## src/verilog/panel_pkg.sv

```systemverilog
// Summary of operation
// - mode keys latch until another mode key
// - split key needs option; enables both sidebands
// - further split presses swap upper/lower routing
// - seven filters; upper/lower sideband modes pick sideband filter
// - filter keys map symmetric filters, narrowest first
// - meter key toggles RF/AF, one always shown
// - manual toggles; manual plus shown auto clears
// - manual alone pressed gives short auto gain
// - auto with manual gives combined threshold state
// - steps are 1 Hz, 30 Hz, 1 kHz
// - clockwise raises, speed and step set rate
// - digits only after entry key, tens MHz first
// - first digit only 0, 1 or 2
// - entry valid with fewer digits
// - lock stops encoder; rate or beat key unlocks
// - beat keys work only in continuous wave
// - beat key steers encoder to beat offset
// - centre zeroes offset, second press restores
// - beat key ignored while centred
// - remote toggles, blocks panel even without option
// - fault lamp on any synthesizer unlock
// - beat readout gives offset with sign
// - no rate flags shown means fine step
package panel_pkg;
  localparam int unsigned CLK_HZ = 50_000_000;
  localparam int unsigned DEBOUNCE_MS = 10;
  localparam int unsigned DEBOUNCE_CYC = DEBOUNCE_MS * (CLK_HZ / 1000);
  localparam int unsigned SPIN_GAP_MS = 5;
  localparam int unsigned SPIN_GAP_CYC = SPIN_GAP_MS * (CLK_HZ / 1000);
  localparam int NUM_KEYS = 32;
  localparam int K_AMPLITUDE = 0;
  localparam int K_CONT_WAVE = 1;
  localparam int K_UPPER_SB = 2;
  localparam int K_LOWER_SB = 3;
  localparam int K_SPLIT = 4;
  localparam int K_FREQ_MOD = 5;
  localparam int K_NARROWEST_FILTER = 6;
  localparam int K_METER_SCALE = 11;
  localparam int K_MANUAL_GAIN = 12;
  localparam int K_SHORT_AGC = 13;
  localparam int K_TUNE_RATE = 16;
  localparam int K_DIGIT0 = 17;
  localparam int K_ENTER = 27;
  localparam int K_LOCK = 28;
  localparam int K_BEAT_OSC = 29;
  localparam int K_BEAT_OSC_CENTRE = 30;
  localparam int K_LOCAL_REMOTE = 31;
  localparam int MAX_FILTERS = 7;
  localparam int MAX_SYM_FILTERS = 5;
  localparam int ENTRY_DIGITS = 8;
  localparam logic [16:0] STEP_FINE_HZ = 17'h00001;
  localparam logic [16:0] STEP_SLOW_HZ = 17'h0001E;
  localparam logic [16:0] STEP_FAST_HZ = 17'h003E8;
  localparam int SPIN_SHIFT = 3;
  localparam logic [24:0] FREQ_MAX = 25'h1C9C37F;
  localparam logic [24:0] FREQ_RESET = 25'h0000000;
  localparam logic [17:0] BEAT_OSC_LIMIT = 18'h02710;
  localparam logic [2:0] FILT_UPPER_SB = 3'h0;
  localparam logic [2:0] FILT_LOWER_SB = 3'h1;
  localparam logic [2:0] FILT_SYM_BASE = 3'h2;
  localparam logic [31:0] ADDR_CONFIG = 32'h00000000;
  localparam logic [31:0] ADDR_STATUS = 32'h00000004;
  localparam logic [31:0] ADDR_FREQ = 32'h00000008;
  localparam logic [31:0] ADDR_BEAT_OSC = 32'h0000000C;
  localparam int CFG_SPLIT_BIT = 0;
  localparam int CFG_REMOTE_BIT = 1;
  localparam int CFG_SYMCNT_LSB = 4;
  localparam logic [31:0] CFG_MASK = 32'h00000073;
  localparam logic [31:0] CFG_RESET = 32'h00000050;
  typedef enum logic [2:0] {
    MODE_AMPLITUDE = 3'h0, MODE_CONT_WAVE = 3'h1, MODE_UPPER_SB = 3'h2,
    MODE_LOWER_SB = 3'h3, MODE_INDEP_SB = 3'h4, MODE_FREQ_MOD = 3'h5
  } mode_t;
  typedef enum logic [1:0] {
    AGC_NONE = 2'h0, AGC_SHORT = 2'h1, AGC_MEDIUM = 2'h2, AGC_LONG = 2'h3
  } agc_t;
  typedef enum logic [1:0] {
    RATE_FINE = 2'h0, RATE_SLOW = 2'h1, RATE_FAST = 2'h2
  } rate_t;
endpackage : panel_pkg

```

## src/verilog/front_panel_control.sv

```systemverilog
`timescale 1ns/1ns
module front_panel_control
  import panel_pkg::*;
#(
  parameter int unsigned DEB_CYC = DEBOUNCE_CYC,
  parameter int unsigned SPIN_CYC = SPIN_GAP_CYC,
  parameter int NUM_SYNTH = 3
) (
  input wire logic hclk,
  input wire logic hresetn,
  input wire logic hsel,
  input wire logic [31:0] haddr,
  input wire logic [1:0] htrans,
  input wire logic hwrite,
  input wire logic [2:0] hsize,
  input wire logic [31:0] hwdata,
  input wire logic hready,
  output logic hreadyout,
  output logic hresp,
  output logic [31:0] hrdata,
  input wire logic [NUM_KEYS-1:0] key_down,
  input wire logic enc_a,
  input wire logic enc_b,
  input wire logic [NUM_SYNTH-1:0] synth_unlock,
  output mode_t mode,
  output logic [2:0] filter_sel,
  output logic split_upper,
  output logic meter_af,
  output logic manual_gain,
  output agc_t agc_mode,
  output rate_t tune_rate,
  output logic tune_lock,
  output logic beat_osc_tune,
  output logic beat_osc_centred,
  output logic remote_ctl,
  output logic entry_active,
  output logic [24:0] freq_hz,
  output logic signed [15:0] beat_osc_hz,
  output logic beat_osc_below,
  output logic fault_lamp
);

  localparam int DW = $clog2(DEB_CYC + 1);
  localparam int GW = $clog2(SPIN_CYC + 1);

  mode_t mode_r, mode_nxt;
  agc_t agc_r, agc_nxt;
  rate_t rate_r, rate_nxt;
  logic [2:0] bw_r, bw_nxt, filter_r, filter_nxt;
  logic upper_r, upper_nxt, meter_r, meter_nxt;
  logic man_r, man_nxt, lock_r, lock_nxt;
  logic btune_r, btune_nxt, centre_r, centre_nxt;
  logic remote_r, remote_nxt, entry_r, entry_nxt;
  logic [3:0] idx_r, idx_nxt;
  logic [24:0] acc_r, acc_nxt, freq_r, freq_nxt;
  logic signed [15:0] beat_r, beat_nxt, saved_r, saved_nxt;
  logic [31:0] cfg_r, hrdata_r;
  logic wr_cfg_r, fault_r, enc_a_q;
  logic [GW-1:0] gap_r;
  logic [NUM_KEYS-1:0] press;

  // per-key debounce; a held key yields one pulse
  for (genvar g = 0; g < NUM_KEYS; g++) begin : deb
    logic [DW-1:0] cnt_r;
    logic lvl_r, pr_r;
    wire settle = cnt_r == DW'(DEB_CYC - 1);
    always_ff @(posedge hclk or negedge hresetn) begin
      if (!hresetn) begin
        cnt_r <= '0;
        lvl_r <= 1'b0;
        pr_r <= 1'b0;
      end else begin
        cnt_r <= (key_down[g] == lvl_r || settle) ? '0 : cnt_r + 1'b1;
        if (settle) lvl_r <= key_down[g];
        pr_r <= settle && key_down[g] && !lvl_r;
      end
    end
    assign press[g] = pr_r;
  end

  // remote blocks the panel even with no remote card fitted
  wire [NUM_KEYS-1:0] kp = remote_r ? '0 : press;

  wire cfg_split = cfg_r[CFG_SPLIT_BIT];
  wire [2:0] sym_cnt = cfg_r[CFG_SYMCNT_LSB +: 3];
  wire in_cw = mode_r == MODE_CONT_WAVE;

  // encoder: rising edge of channel a is one detent
  wire step = enc_a && !enc_a_q;
  wire clockwise = !enc_b;
  wire fast_spin = gap_r < GW'(SPIN_CYC);
  wire [16:0] base_step = (rate_r == RATE_FAST) ? STEP_FAST_HZ :
                          (rate_r == RATE_SLOW) ? STEP_SLOW_HZ : STEP_FINE_HZ;
  wire [16:0] delta = fast_spin ? (base_step << SPIN_SHIFT) : base_step;
  wire enc_ok = step && !lock_r && !remote_r;

  // decimal weight of each entry position, tens of MHz first
  function automatic logic [24:0] place(input logic [3:0] i);
    unique case (i)
      4'h0: place = 25'h0989680;
      4'h1: place = 25'h00F4240;
      4'h2: place = 25'h00186A0;
      4'h3: place = 25'h0002710;
      4'h4: place = 25'h00003E8;
      4'h5: place = 25'h0000064;
      4'h6: place = 25'h000000A;
      default: place = 25'h0000001;
    endcase
  endfunction : place

  logic dig_hit;
  logic [3:0] dig_val;
  always_comb begin
    dig_hit = 1'b0;
    dig_val = 4'h0;
    for (int i = 0; i < 10; i++) begin
      if (kp[K_DIGIT0 + i]) begin
        dig_hit = 1'b1;
        dig_val = 4'(i);
      end
    end
  end

  wire dig_ok = entry_r && dig_hit && idx_r < 4'(ENTRY_DIGITS)
                && (idx_r != 4'h0 || dig_val <= 4'h2);
  wire [31:0] dig_prod = 32'(dig_val) * 32'(place(idx_r));
  wire [25:0] f_up = {1'b0, freq_r} + 26'(delta);
  wire [24:0] f_dn = (freq_r < 25'(delta)) ? 25'h0 : freq_r - 25'(delta);
  wire signed [17:0] b_up = 18'(beat_r) + 18'(delta);
  wire signed [17:0] b_dn = 18'(beat_r) - 18'(delta);
  wire signed [17:0] b_lim = BEAT_OSC_LIMIT;

  // key and encoder decode; later statements win on a clash
  always_comb begin
    mode_nxt = mode_r;
    upper_nxt = upper_r;
    bw_nxt = bw_r;
    meter_nxt = meter_r;
    man_nxt = man_r;
    agc_nxt = agc_r;
    rate_nxt = rate_r;
    lock_nxt = lock_r;
    btune_nxt = btune_r;
    centre_nxt = centre_r;
    beat_nxt = beat_r;
    saved_nxt = saved_r;
    freq_nxt = freq_r;
    entry_nxt = entry_r;
    idx_nxt = idx_r;
    acc_nxt = acc_r;
    remote_nxt = remote_r;
    if (kp[K_AMPLITUDE]) mode_nxt = MODE_AMPLITUDE;
    if (kp[K_CONT_WAVE]) mode_nxt = MODE_CONT_WAVE;
    if (kp[K_UPPER_SB]) mode_nxt = MODE_UPPER_SB;
    if (kp[K_LOWER_SB]) mode_nxt = MODE_LOWER_SB;
    if (kp[K_FREQ_MOD]) mode_nxt = MODE_FREQ_MOD;
    if (kp[K_SPLIT] && cfg_split) begin
      if (mode_r == MODE_INDEP_SB) begin
        upper_nxt = !upper_r;
      end else begin
        mode_nxt = MODE_INDEP_SB;
        upper_nxt = 1'b1;
      end
    end
    for (int i = 0; i < MAX_SYM_FILTERS; i++) begin
      if (kp[K_NARROWEST_FILTER + i] && 3'(i) < sym_cnt) bw_nxt = 3'(i);
    end
    if (kp[K_METER_SCALE]) meter_nxt = !meter_r;
    if (kp[K_MANUAL_GAIN]) begin
      if (man_r && agc_r == AGC_NONE) begin
        man_nxt = 1'b0;
        agc_nxt = AGC_SHORT;
      end else begin
        man_nxt = !man_r;
      end
    end
    for (int i = 0; i < 3; i++) begin
      if (kp[K_SHORT_AGC + i]) begin
        if (man_r && agc_r == agc_t'(2'(i + 1))) agc_nxt = AGC_NONE;
        else agc_nxt = agc_t'(2'(i + 1));
      end
    end
    if (kp[K_TUNE_RATE]) begin
      unique case (rate_r)
        RATE_FINE: rate_nxt = RATE_SLOW;
        RATE_SLOW: rate_nxt = RATE_FAST;
        RATE_FAST: rate_nxt = RATE_FINE;
        default: rate_nxt = RATE_FINE;
      endcase
      lock_nxt = 1'b0;
      btune_nxt = 1'b0;
    end
    if (kp[K_LOCK]) lock_nxt = 1'b1;
    if (kp[K_BEAT_OSC] && in_cw && !centre_r) begin
      btune_nxt = 1'b1;
      lock_nxt = 1'b0;
    end
    if (kp[K_BEAT_OSC_CENTRE] && in_cw) begin
      centre_nxt = !centre_r;
      if (!centre_r) begin
        saved_nxt = beat_r;
        beat_nxt = 16'sh0000;
      end else begin
        beat_nxt = saved_r;
      end
    end
    // encoder goes to the beat offset or the frequency, never both
    if (enc_ok && btune_r && in_cw && !centre_r) begin
      if (clockwise) beat_nxt = 16'((b_up > b_lim) ? b_lim : b_up);
      else beat_nxt = 16'((b_dn < -b_lim) ? -b_lim : b_dn);
    end else if (enc_ok && !btune_r) begin
      if (clockwise) freq_nxt = (f_up > 26'(FREQ_MAX)) ? FREQ_MAX : f_up[24:0];
      else freq_nxt = f_dn;
    end
    if (dig_ok) begin
      acc_nxt = acc_r + dig_prod[24:0];
      idx_nxt = idx_r + 4'h1;
    end
    // second entry press commits whatever digits were given
    if (kp[K_ENTER]) begin
      if (!entry_r) begin
        entry_nxt = 1'b1;
        idx_nxt = 4'h0;
        acc_nxt = 25'h0;
      end else begin
        entry_nxt = 1'b0;
        if (idx_r != 4'h0) freq_nxt = acc_r;
      end
    end
    if (press[K_LOCAL_REMOTE]) remote_nxt = !remote_r;
  end

  // upper and lower sideband modes force their own filter; others, independent sideband included, take the bw key
  assign filter_nxt = (mode_nxt == MODE_UPPER_SB) ? FILT_UPPER_SB :
                      (mode_nxt == MODE_LOWER_SB) ? FILT_LOWER_SB :
                      FILT_SYM_BASE + bw_nxt;

  // operating state
  always_ff @(posedge hclk or negedge hresetn) begin
    if (!hresetn) begin
      mode_r <= MODE_AMPLITUDE;
      upper_r <= 1'b1;
      bw_r <= 3'h0;
      filter_r <= FILT_SYM_BASE;
      meter_r <= 1'b0;
      man_r <= 1'b0;
      agc_r <= AGC_SHORT;
      rate_r <= RATE_FINE;
      lock_r <= 1'b0;
      btune_r <= 1'b0;
      centre_r <= 1'b0;
    end else begin
      mode_r <= mode_nxt;
      upper_r <= upper_nxt;
      bw_r <= bw_nxt;
      filter_r <= filter_nxt;
      meter_r <= meter_nxt;
      man_r <= man_nxt;
      agc_r <= agc_nxt;
      rate_r <= rate_nxt;
      lock_r <= lock_nxt;
      btune_r <= btune_nxt;
      centre_r <= centre_nxt;
    end
  end

  // tuning values, entry and encoder history
  always_ff @(posedge hclk or negedge hresetn) begin
    if (!hresetn) begin
      freq_r <= FREQ_RESET;
      beat_r <= 16'sh0000;
      saved_r <= 16'sh0000;
      entry_r <= 1'b0;
      idx_r <= 4'h0;
      acc_r <= 25'h0;
      remote_r <= 1'b0;
      enc_a_q <= 1'b0;
      gap_r <= '0;
      fault_r <= 1'b0;
    end else begin
      freq_r <= freq_nxt;
      beat_r <= beat_nxt;
      saved_r <= saved_nxt;
      entry_r <= entry_nxt;
      idx_r <= idx_nxt;
      acc_r <= acc_nxt;
      remote_r <= remote_nxt;
      enc_a_q <= enc_a;
      // saturating gap timer sizes the spin speed
      gap_r <= step ? '0 : (fast_spin ? gap_r + 1'b1 : gap_r);
      fault_r <= |synth_unlock;
    end
  end

  // ahb-lite slave: zero wait states, always okay
  wire bus_take = hsel && hready && htrans[1];
  wire [31:0] status_word = {13'h0, fault_r, entry_r, remote_r, centre_r,
                             btune_r, lock_r, rate_r, agc_r, man_r, meter_r,
                             upper_r, filter_r, mode_r};
  wire [31:0] read_word = (haddr == ADDR_CONFIG) ? cfg_r :
                          (haddr == ADDR_STATUS) ? status_word :
                          (haddr == ADDR_FREQ) ? {7'h0, freq_r} :
                          (haddr == ADDR_BEAT_OSC) ? 32'(beat_r) : 32'h0;

  always_ff @(posedge hclk or negedge hresetn) begin
    if (!hresetn) begin
      hrdata_r <= 32'h0;
      wr_cfg_r <= 1'b0;
      cfg_r <= CFG_RESET;
    end else begin
      hrdata_r <= (bus_take && !hwrite) ? read_word : 32'h0;
      wr_cfg_r <= bus_take && hwrite && haddr == ADDR_CONFIG;
      if (wr_cfg_r) cfg_r <= hwdata & CFG_MASK;
    end
  end

  assign hreadyout = 1'b1;
  assign hresp = 1'b0;
  assign hrdata = hrdata_r;
  assign mode = mode_r;
  assign filter_sel = filter_r;
  assign split_upper = upper_r;
  assign meter_af = meter_r;
  assign manual_gain = man_r;
  assign agc_mode = agc_r;
  assign tune_rate = rate_r;
  assign tune_lock = lock_r;
  assign beat_osc_tune = btune_r;
  assign beat_osc_centred = centre_r;
  assign remote_ctl = remote_r;
  assign entry_active = entry_r;
  assign freq_hz = freq_r;
  assign beat_osc_hz = beat_r;
  assign beat_osc_below = beat_r[15];
  assign fault_lamp = fault_r;

  // checks
  property p_mode_latch;
    @(posedge hclk) disable iff (!hresetn)
    kp == (32'h1 << K_CONT_WAVE) |=> mode_r == MODE_CONT_WAVE ##1 $stable(mode_r) || $past(kp) != '0;
  endproperty
  a_mode_latch: assert property (p_mode_latch) else $error("mode key not latched");

  property p_split_absent;
    @(posedge hclk) disable iff (!hresetn)
    kp == (32'h1 << K_SPLIT) && !cfg_split |=> $stable(mode_r);
  endproperty
  a_split_absent: assert property (p_split_absent) else $error("split key acted");

  property p_split_swap;
    @(posedge hclk) disable iff (!hresetn)
    kp[K_SPLIT] && cfg_split && mode_r == MODE_INDEP_SB |=> upper_r != $past(upper_r);
  endproperty
  a_split_swap: assert property (p_split_swap) else $error("split did not swap");

  property p_sb_filter;
    @(posedge hclk) disable iff (!hresetn)
    mode_r == MODE_LOWER_SB |-> filter_r == FILT_LOWER_SB;
  endproperty
  a_sb_filter: assert property (p_sb_filter) else $error("wrong sideband filter");

  property p_meter;
    @(posedge hclk) disable iff (!hresetn)
    kp[K_METER_SCALE] |=> meter_r != $past(meter_r);
  endproperty
  a_meter: assert property (p_meter) else $error("meter not toggled");

  property p_man_short;
    @(posedge hclk) disable iff (!hresetn)
    kp == (32'h1 << K_MANUAL_GAIN) && man_r && agc_r == AGC_NONE
      |=> !man_r && agc_r == AGC_SHORT;
  endproperty
  a_man_short: assert property (p_man_short) else $error("manual exit wrong");

  property p_first_digit;
    @(posedge hclk) disable iff (!hresetn)
    entry_r && idx_r == 4'h0 && kp == (32'h1 << (K_DIGIT0 + 3)) |=> idx_r == 4'h0;
  endproperty
  a_first_digit: assert property (p_first_digit) else $error("digit 3 accepted");

  property p_lock;
    @(posedge hclk) disable iff (!hresetn)
    lock_r && kp == '0 |=> $stable(freq_r) && $stable(beat_r);
  endproperty
  a_lock: assert property (p_lock) else $error("tuned while locked");

  property p_centre;
    @(posedge hclk) disable iff (!hresetn)
    kp == (32'h1 << K_BEAT_OSC_CENTRE) && in_cw && !centre_r
      |=> beat_r == 16'sh0000 && centre_r;
  endproperty
  a_centre: assert property (p_centre) else $error("centre did not zero");

  property p_fault;
    @(posedge hclk) disable iff (!hresetn)
    synth_unlock != '0 |=> fault_lamp;
  endproperty
  a_fault: assert property (p_fault) else $error("fault lamp dark");

  property p_one_pulse;
    @(posedge hclk) disable iff (!hresetn)
    press[K_LOCK] |=> !press[K_LOCK];
  endproperty
  a_one_pulse: assert property (p_one_pulse) else $error("double press pulse");

endmodule : front_panel_control

```

## config.mk

```make
export PLATFORM = sky130hd
export DESIGN_NAME = front_panel_control
export DESIGN_NICKNAME = d
export VERILOG_FILES = /design/src/verilog/panel_pkg.sv /design/src/verilog/front_panel_control.sv
export SDC_FILE = /design/constraint.sdc
export NUM_CORES = 2
export LEC_CHECK = 0
export BUFFER_PORTS_ARGS = -buffer_cell sky130_fd_sc_hd__buf_2
export CAP_MARGIN = 20
export CORE_UTILIZATION = 50
export CTS_BUF_LIST = sky130_fd_sc_hd__clkbuf_8
export CTS_CLUSTER_SIZE = 40
export DETAILED_ROUTE_END_ITERATION = 7
export PLACE_DENSITY = 0.67
export SYNTH_ARGS = -nofsm -noshare
export SYNTH_HDL_FRONTEND = slang
export SYNTH_SLANG_ARGS = --single-unit
```

## constraint.sdc

```tcl
create_clock -name hclk -period 9 [get_ports hclk]
set_input_delay 1.35 -clock hclk [delete_from_list [all_inputs] [get_ports hclk]]
set_output_delay 1.35 -clock hclk [all_outputs]
set_load 0.05 [all_outputs]
```

Word-level counts from Yosys, hierarchy flattened --
Index checks and enable logic that the tools add are counted.
Word-level totals: register bits after elaboration 837, output and inout bits 95, input port bits 111, logic and storage cells 549
Operators by class: reduce and logical (&&, ||, !) cells 180, multiplexer cells 113, equality and inequality tests 82, $mul 1, magnitude comparators 12, bitwise operators 1, $add $sub $neg 40
Operators by type and width (number):
- adder 19 x 1 -> 19 bit (second input constant) | 32
- == test 19 bit (second input constant) | 32
- 2-to-1 mux 19 bit | 32
- 2-to-1 mux 25 bit | 11
- case mux 24 bit (7 select lines) | 1
- 2-to-1 mux 32 bit | 5
- 2-to-1 mux 16 bit | 6
- logical AND 1 bit | 92
- == test 32 x 4 -> 1 bit (second input constant) | 2
- 2-to-1 mux 3 bit | 15
- zero test 1 bit | 41
- 2-to-1 mux 18 bit | 2
- logical OR 1 bit | 33
- == test 1 bit | 32
- == test 32 x 3 -> 1 bit (second input constant) | 1
- zero test 32 bit | 1
- 2-to-1 mux 4 bit | 8
- 2-to-1 mux 31 bit | 1
- adder 25 x 13 -> 26 bit | 1
- > comparator 26 x 25 -> 1 bit (second input constant) | 1
- adder 25 bit | 1
- less-than comparator 25 x 13 -> 1 bit | 1
- multiplier 4 x 25 -> 25 bit | 1
- subtractor 25 x 13 -> 25 bit | 1
- 35 further kinds | 76

Longest topological paths before layout --
depth in word-level cells 17, mapped depth 24, gate-level depth less buffers 24

Worst setup path before layout --
No wires, ideal clock.
kind flip-flop to flip-flop, start register remote_r (netlist: remote_ctl), end register acc_r[21], arrival time 5486 ps, setup slack 3394 ps, clock period less this slack 5606 ps, data required time 8880 ps, setup time 120 ps, buffers on the path 2, stages on the path, launching flop included 23, path through dfrtp_1 -> clkbuf_1 -> clkinv_1 -> o21ai_0 -> clkbuf_1 -> nand2_1 -> nor2_1 -> fa_1 -> fa_1 -> inv_1 -> fa_1 -> inv_1 -> ha_1 -> o21ai_0 -> a21boi_0 -> o21ai_0 -> nand2b_1 -> a31oi_1 -> o2111ai_1 -> a21o_1 -> a31oi_1 -> or3b_2 -> and3_1
Between the ends: word-level cells in the longest chain between the ends 17, elaborated cells on any way between the ends 30, those cells by class add/sub: 1; mul: 1; order compare: 1; mux: 23; reduce/logical: 4
Ends and longest elaborated chain:
- start, declared | RTL line front_panel_control.sv:53 | logic remote_r, remote_nxt, entry_r, entry_nxt;
- start signal, assigned | RTL line front_panel_control.sv:287 | remote_r <= remote_nxt;
- 2-to-1 mux 31 bit (*) | RTL line front_panel_control.sv:82 | wire [NUM_KEYS-1:0] kp = remote_r ? '0 : press;
- branches (longest 15 deep; another with multiplier 4 x 25 -> 25 bit)
- 2-to-1 mux 25 bit (*) | RTL line front_panel_control.sv:220 | if (kp[K_ENTER]) begin
- net acc_nxt[21] | RTL line front_panel_control.sv:55 | logic [24:0] acc_r, acc_nxt, freq_r, freq_nxt;
- end signal, assigned | RTL line front_panel_control.sv:286 | acc_r <= acc_nxt;
- end, declared | RTL line front_panel_control.sv:55
Mark *: on every way through the listed nets, which the timed path passes. A chain may end at the register's enable or synchronous reset.

Worst setup path after layout --
start register idx_r[0], end register acc_r[21]
Between the ends: word-level cells in the longest chain between the ends 7, elaborated cells on any way between the ends 18, those cells by class add/sub: 1; mul: 1; order compare: 1; eq/ne: 6; mux: 4; reduce/logical: 5
Ends and longest elaborated chain:
- start, declared | RTL line front_panel_control.sv:54 | logic [3:0] idx_r, idx_nxt;
- start signal, assigned | RTL line front_panel_control.sv:285 | idx_r <= idx_nxt;
- == test 4 x 3 -> 1 bit (tied with other cells) | RTL line front_panel_control.sv:99 | unique case (i)
- case mux 24 bit (7 select lines) | RTL line front_panel_control.sv:99
- multiplier 4 x 25 -> 25 bit | RTL line front_panel_control.sv:126 | wire [31:0] dig_prod = 32'(dig_val) * 32'(place(idx_r));
- adder 25 bit | RTL line front_panel_control.sv:216 | acc_nxt = acc_r + dig_prod[24:0];
- 2-to-1 mux 25 bit (*) | RTL line front_panel_control.sv:215 | if (dig_ok) begin
- 2-to-1 mux 25 bit | RTL line front_panel_control.sv:221 | if (!entry_r) begin
- 2-to-1 mux 25 bit (*) | RTL line front_panel_control.sv:220
- net acc_nxt[21] | RTL line front_panel_control.sv:55
Mark *: on every way through the listed nets, which the timed path passes. The rest lies on a longest branch.

==> metrics.md <==
| Metric | Value |
|---|---|
| Die X | 305 um |
| Final period util | 0.693 |
| CP max FO | 6 |
| DR pass1 iterations | 6 |
| Clock buffer depth | 3 |
| CTS sink count | around 830 |
| Post-layout util | 0.563 |
| Root cell of the clock tree | clkbuf_8 |
| Busiest layer in global routing | met2 |
| H-tree lvl count | 4 |
| Library cells used by synthesis | between 80 and 90 |
| Reg clk slew, reported paths | 60 ps |
| Met3 Usage GRT | 0.0383 |
| Worst-Margin Slew | around 1000 ps |
| TritonCTS clock tree | done |
| Status | finished, final reports clean |
| DR WL/cell | 15.7 um |
| # nets final | approximately 5,500 |
| Largest net degree at the start of global routing | around 180 |
| Final min period | between 6000 and 7000 ps |
| Ys flop type | dfrtp_1 |
| Power per cell area | 168 nW/um^2 |
| Int Pwr | roughly 6.1 mW |
| Most frequent cells after synthesis | 932 x nor2_1, 826 x dfrtp_1, 442 x nand2_1 |
| Slew Viols, Final | 0 |
| Die ar. | 92,900 sq um |
| GR met1 Demand/Resource | 0.306 |
| DR DRC count | 0 |
| Peak supply drop | between 0.1 and 0.15 mV |
| Leak | between 20 and 25 nW |
| Sequential share of the synthesized area | 0.454 |
| Seq cells post-synth | about 830 |
| # Max-Cap Violations | 0 |
| Area grow syn2layout | 10.9% |
| I/O Buffers | 172 |
| Highest Clock Rate | about 0.16 GHz |
| Via/cell ratio | ~5.4 |
| Area share of the largest cell type after synthesis | 0.451 |
| Fin. Hold Viols | 0 |
| Worst-Skew Late Latency | slightly above 800 ps |
| Post-synth EDFFs | 0 |
| Leading area contributor after synthesis | dfrtp_1 |
| Worst Path Required | between 9000 and 10,000 ps |
| Post-CTS sizing | 0 |
| Setup Skew | 44.2 ps |
| CTS Hold Bufs | 0 |
| Critical path class | reg2reg |
| Synth top area cells | dfrtp_1 45%, nor2_1 7.6%, xor2_1 7.2%, xnor2_1 4.7%, nand2_1 3.6% |
| FP Rows | between 100 and 150 |
| Hold Path Class | reg2reg |
| Initial antenna violation count | 10 |
| Vias in the first global route | about 34,000 |
| Sw Share | 0.288 |
| Synthesized net count | between 5,000 and 6,000 |
| Cell with the most instances after synthesis | nor2_1 |
| DP Wirelength | between 70,000 and 80,000 um |
| Post-CTS Repair Setup Buffers | 0 |
| Yosys warning count | 0 |
| Synthesized area | approximately 46,000 sq um |
| First-pass GRT wire length | about 170,000 um |
| Psw | approximately 2.5 mW |
| # setup viols final | 0 |
| RD Place Congestion | 0.910 |
| Relative slew slack | 0.298 |
| IO Count | 206 |
| GRT Overall Usage | 0.221 |
| Die height | just over 300 um |
| DRT antenna net count | 0 |
| CTS buffer count | around 140 |
| CP startpoint kind | register |
| Synthesized netlist cell count | 4,964 |
| Mapped Avg Cell Area | ~9.2 sq um |
| Area of the core | ~90,000 sq um |
| Critical Path End Type | register |
| Routed WL | between 100,000 and 150,000 um |
| RSZ-0062 raised after global routing | false |
| Grt ovf | 0 |
| Met2 Track Usage GR | 0.351 |
| Share of cells above drive strength 1 | 0.0992 |
| Setup TNS Final | 0 ps |
| Iteration-0 DRC Markers | ~2,100 |
| Routed via count | about 35,000 |
| Async SR Flop Fraction | 1.00 |
| Sequential power share | 0.470 |
| Critical path data arrival time | 6930 ps |
| Clock power frac | 0.412 |
| Total power | between 8 and 9 mW |
| Starting Density | 0.507 |
| Logic pwr share | 0.118 |
[state kept, by name, summed over array words and instances, names as in the netlist, 2 cells and up]
signal       flops
cfg_r            5
freq_hz         25
gap_r           18
deb.lvl_r       32
bw_r             3
mode             3
deb.cnt_r      608
deb.pr_r        32
filter_sel       3
agc_mode         2
acc_r           25
tune_rate        2
idx_r            4
saved_r         16
beat_osc_hz     16
hrdata          26
[power groups by stage]
stage	combinational, mW	sequential (mW)	clock, mW
after floorplan	0.635	4.12	0
after global placement	0.998	4.07	0
after detailed placement	1.00	4.07	0
after CTS	1.01	4.01	3.64
after global routing	1.12	4.03	3.80
final	1.01	4.01	3.52
[final timing paths]
kind / end / depth (start not counted) / slack, ps / startpoint
max: acc_r[21]$_DFF_PN0_ / 21 / 2770 / idx_r[0]$_DFF_PN0_
min: tune_lock$_DFFE_PN0P_ / 1 / 450 / deb[29].pr_r$_DFF_PN0_
max reg2reg: acc_r[21]$_DFF_PN0_ / 21 / 2770 / idx_r[0]$_DFF_PN0_
min reg2reg: tune_lock$_DFFE_PN0P_ / 1 / 450 / deb[29].pr_r$_DFF_PN0_
max in group asynchronous: deb[24].cnt_r[9]$_DFF_PN0_ / 3 / 6480 / hresetn
min in group asynchronous: deb[4].cnt_r[11]$_DFF_PN0_ / 1 / 590 / hresetn
[worst max-delay path, cell delays in order, from the launching register on]
cell and delay (ps):
dfrtp_1 400, inv_1 100, ha_1 280, o21a_1 270, nor3_1 640, nand4_1 230, fa_1 550, fa_1 520
fa_1 510, inv_1 40, ha_1 310, nor2b_1 170, o21ai_0 110, a21boi_0 300, o21ai_0 130, nand2b_1 130
a31oi_1 190, o2111ai_1 350, a21o_1 190, a31oi_1 100, or3b_2 460, and3_1 150
[per-layer routing]
layer,up-vias,wire [um]
met1,16700,48000
met2,737,46000
li1,17300,-
met3,173,5010
met4,4,2580
met5,-,23
[layout make-up]
cell class,instances,area [sq um]
Antenna cell,5,12.5
Clock buffer,181,2490
Clock inverter,82,510
Fill cell,8062,39600
Inverter,236,886
Multi-Input combinational cell,3749,23600
Sequential cell,831,20800
Tap cell,1176,1470
Timing Repair Buffer,195,1110
[cells by family (layout without fill, tap and decap cells)]
group,after synthesis,count (layout),share of synthesized area
AO/OA/AOI/OAI,594,594,0.0821
XOR/XNOR,622,622,0.119
adder cells (fa/ha/maj),190,190,0.0618
buffers and inverters,384,694,0.0327
flip-flops,831,831,0.454
multiplexers,65,65,0.0169
other,2,7,0.000164
AND/OR/NAND/NOR,2276,2276,0.234
[stage by stage]
step,cells,cell area [sq um],hold slack (ps),worst slack [ps]
finish,6455,50900,453,2770
CTS,6447,50800,458,2260
detailed placement,6184,47800,448,2360
floorplan,4964,45800,417,3390
global route,6452,50900,482,2120
global placement,6183,47800,438,2500
[cells in the final DEF (no fill, tap or decap), types with 71 or more instances in the layout]
cell type and instances:
xor2_1 378, buf_2 171, a21oi_1 191, o21ai_0 146, xnor2_1 244, nand2_1 442
nand3_1 268, or3_1 71, nand4_1 97, nor2_1 931, and3_1 116, inv_1 280
dfrtp_1 826, ha_1 129, clkbuf_8 181
No activity file was read; power rests on OpenSTA's default activity.
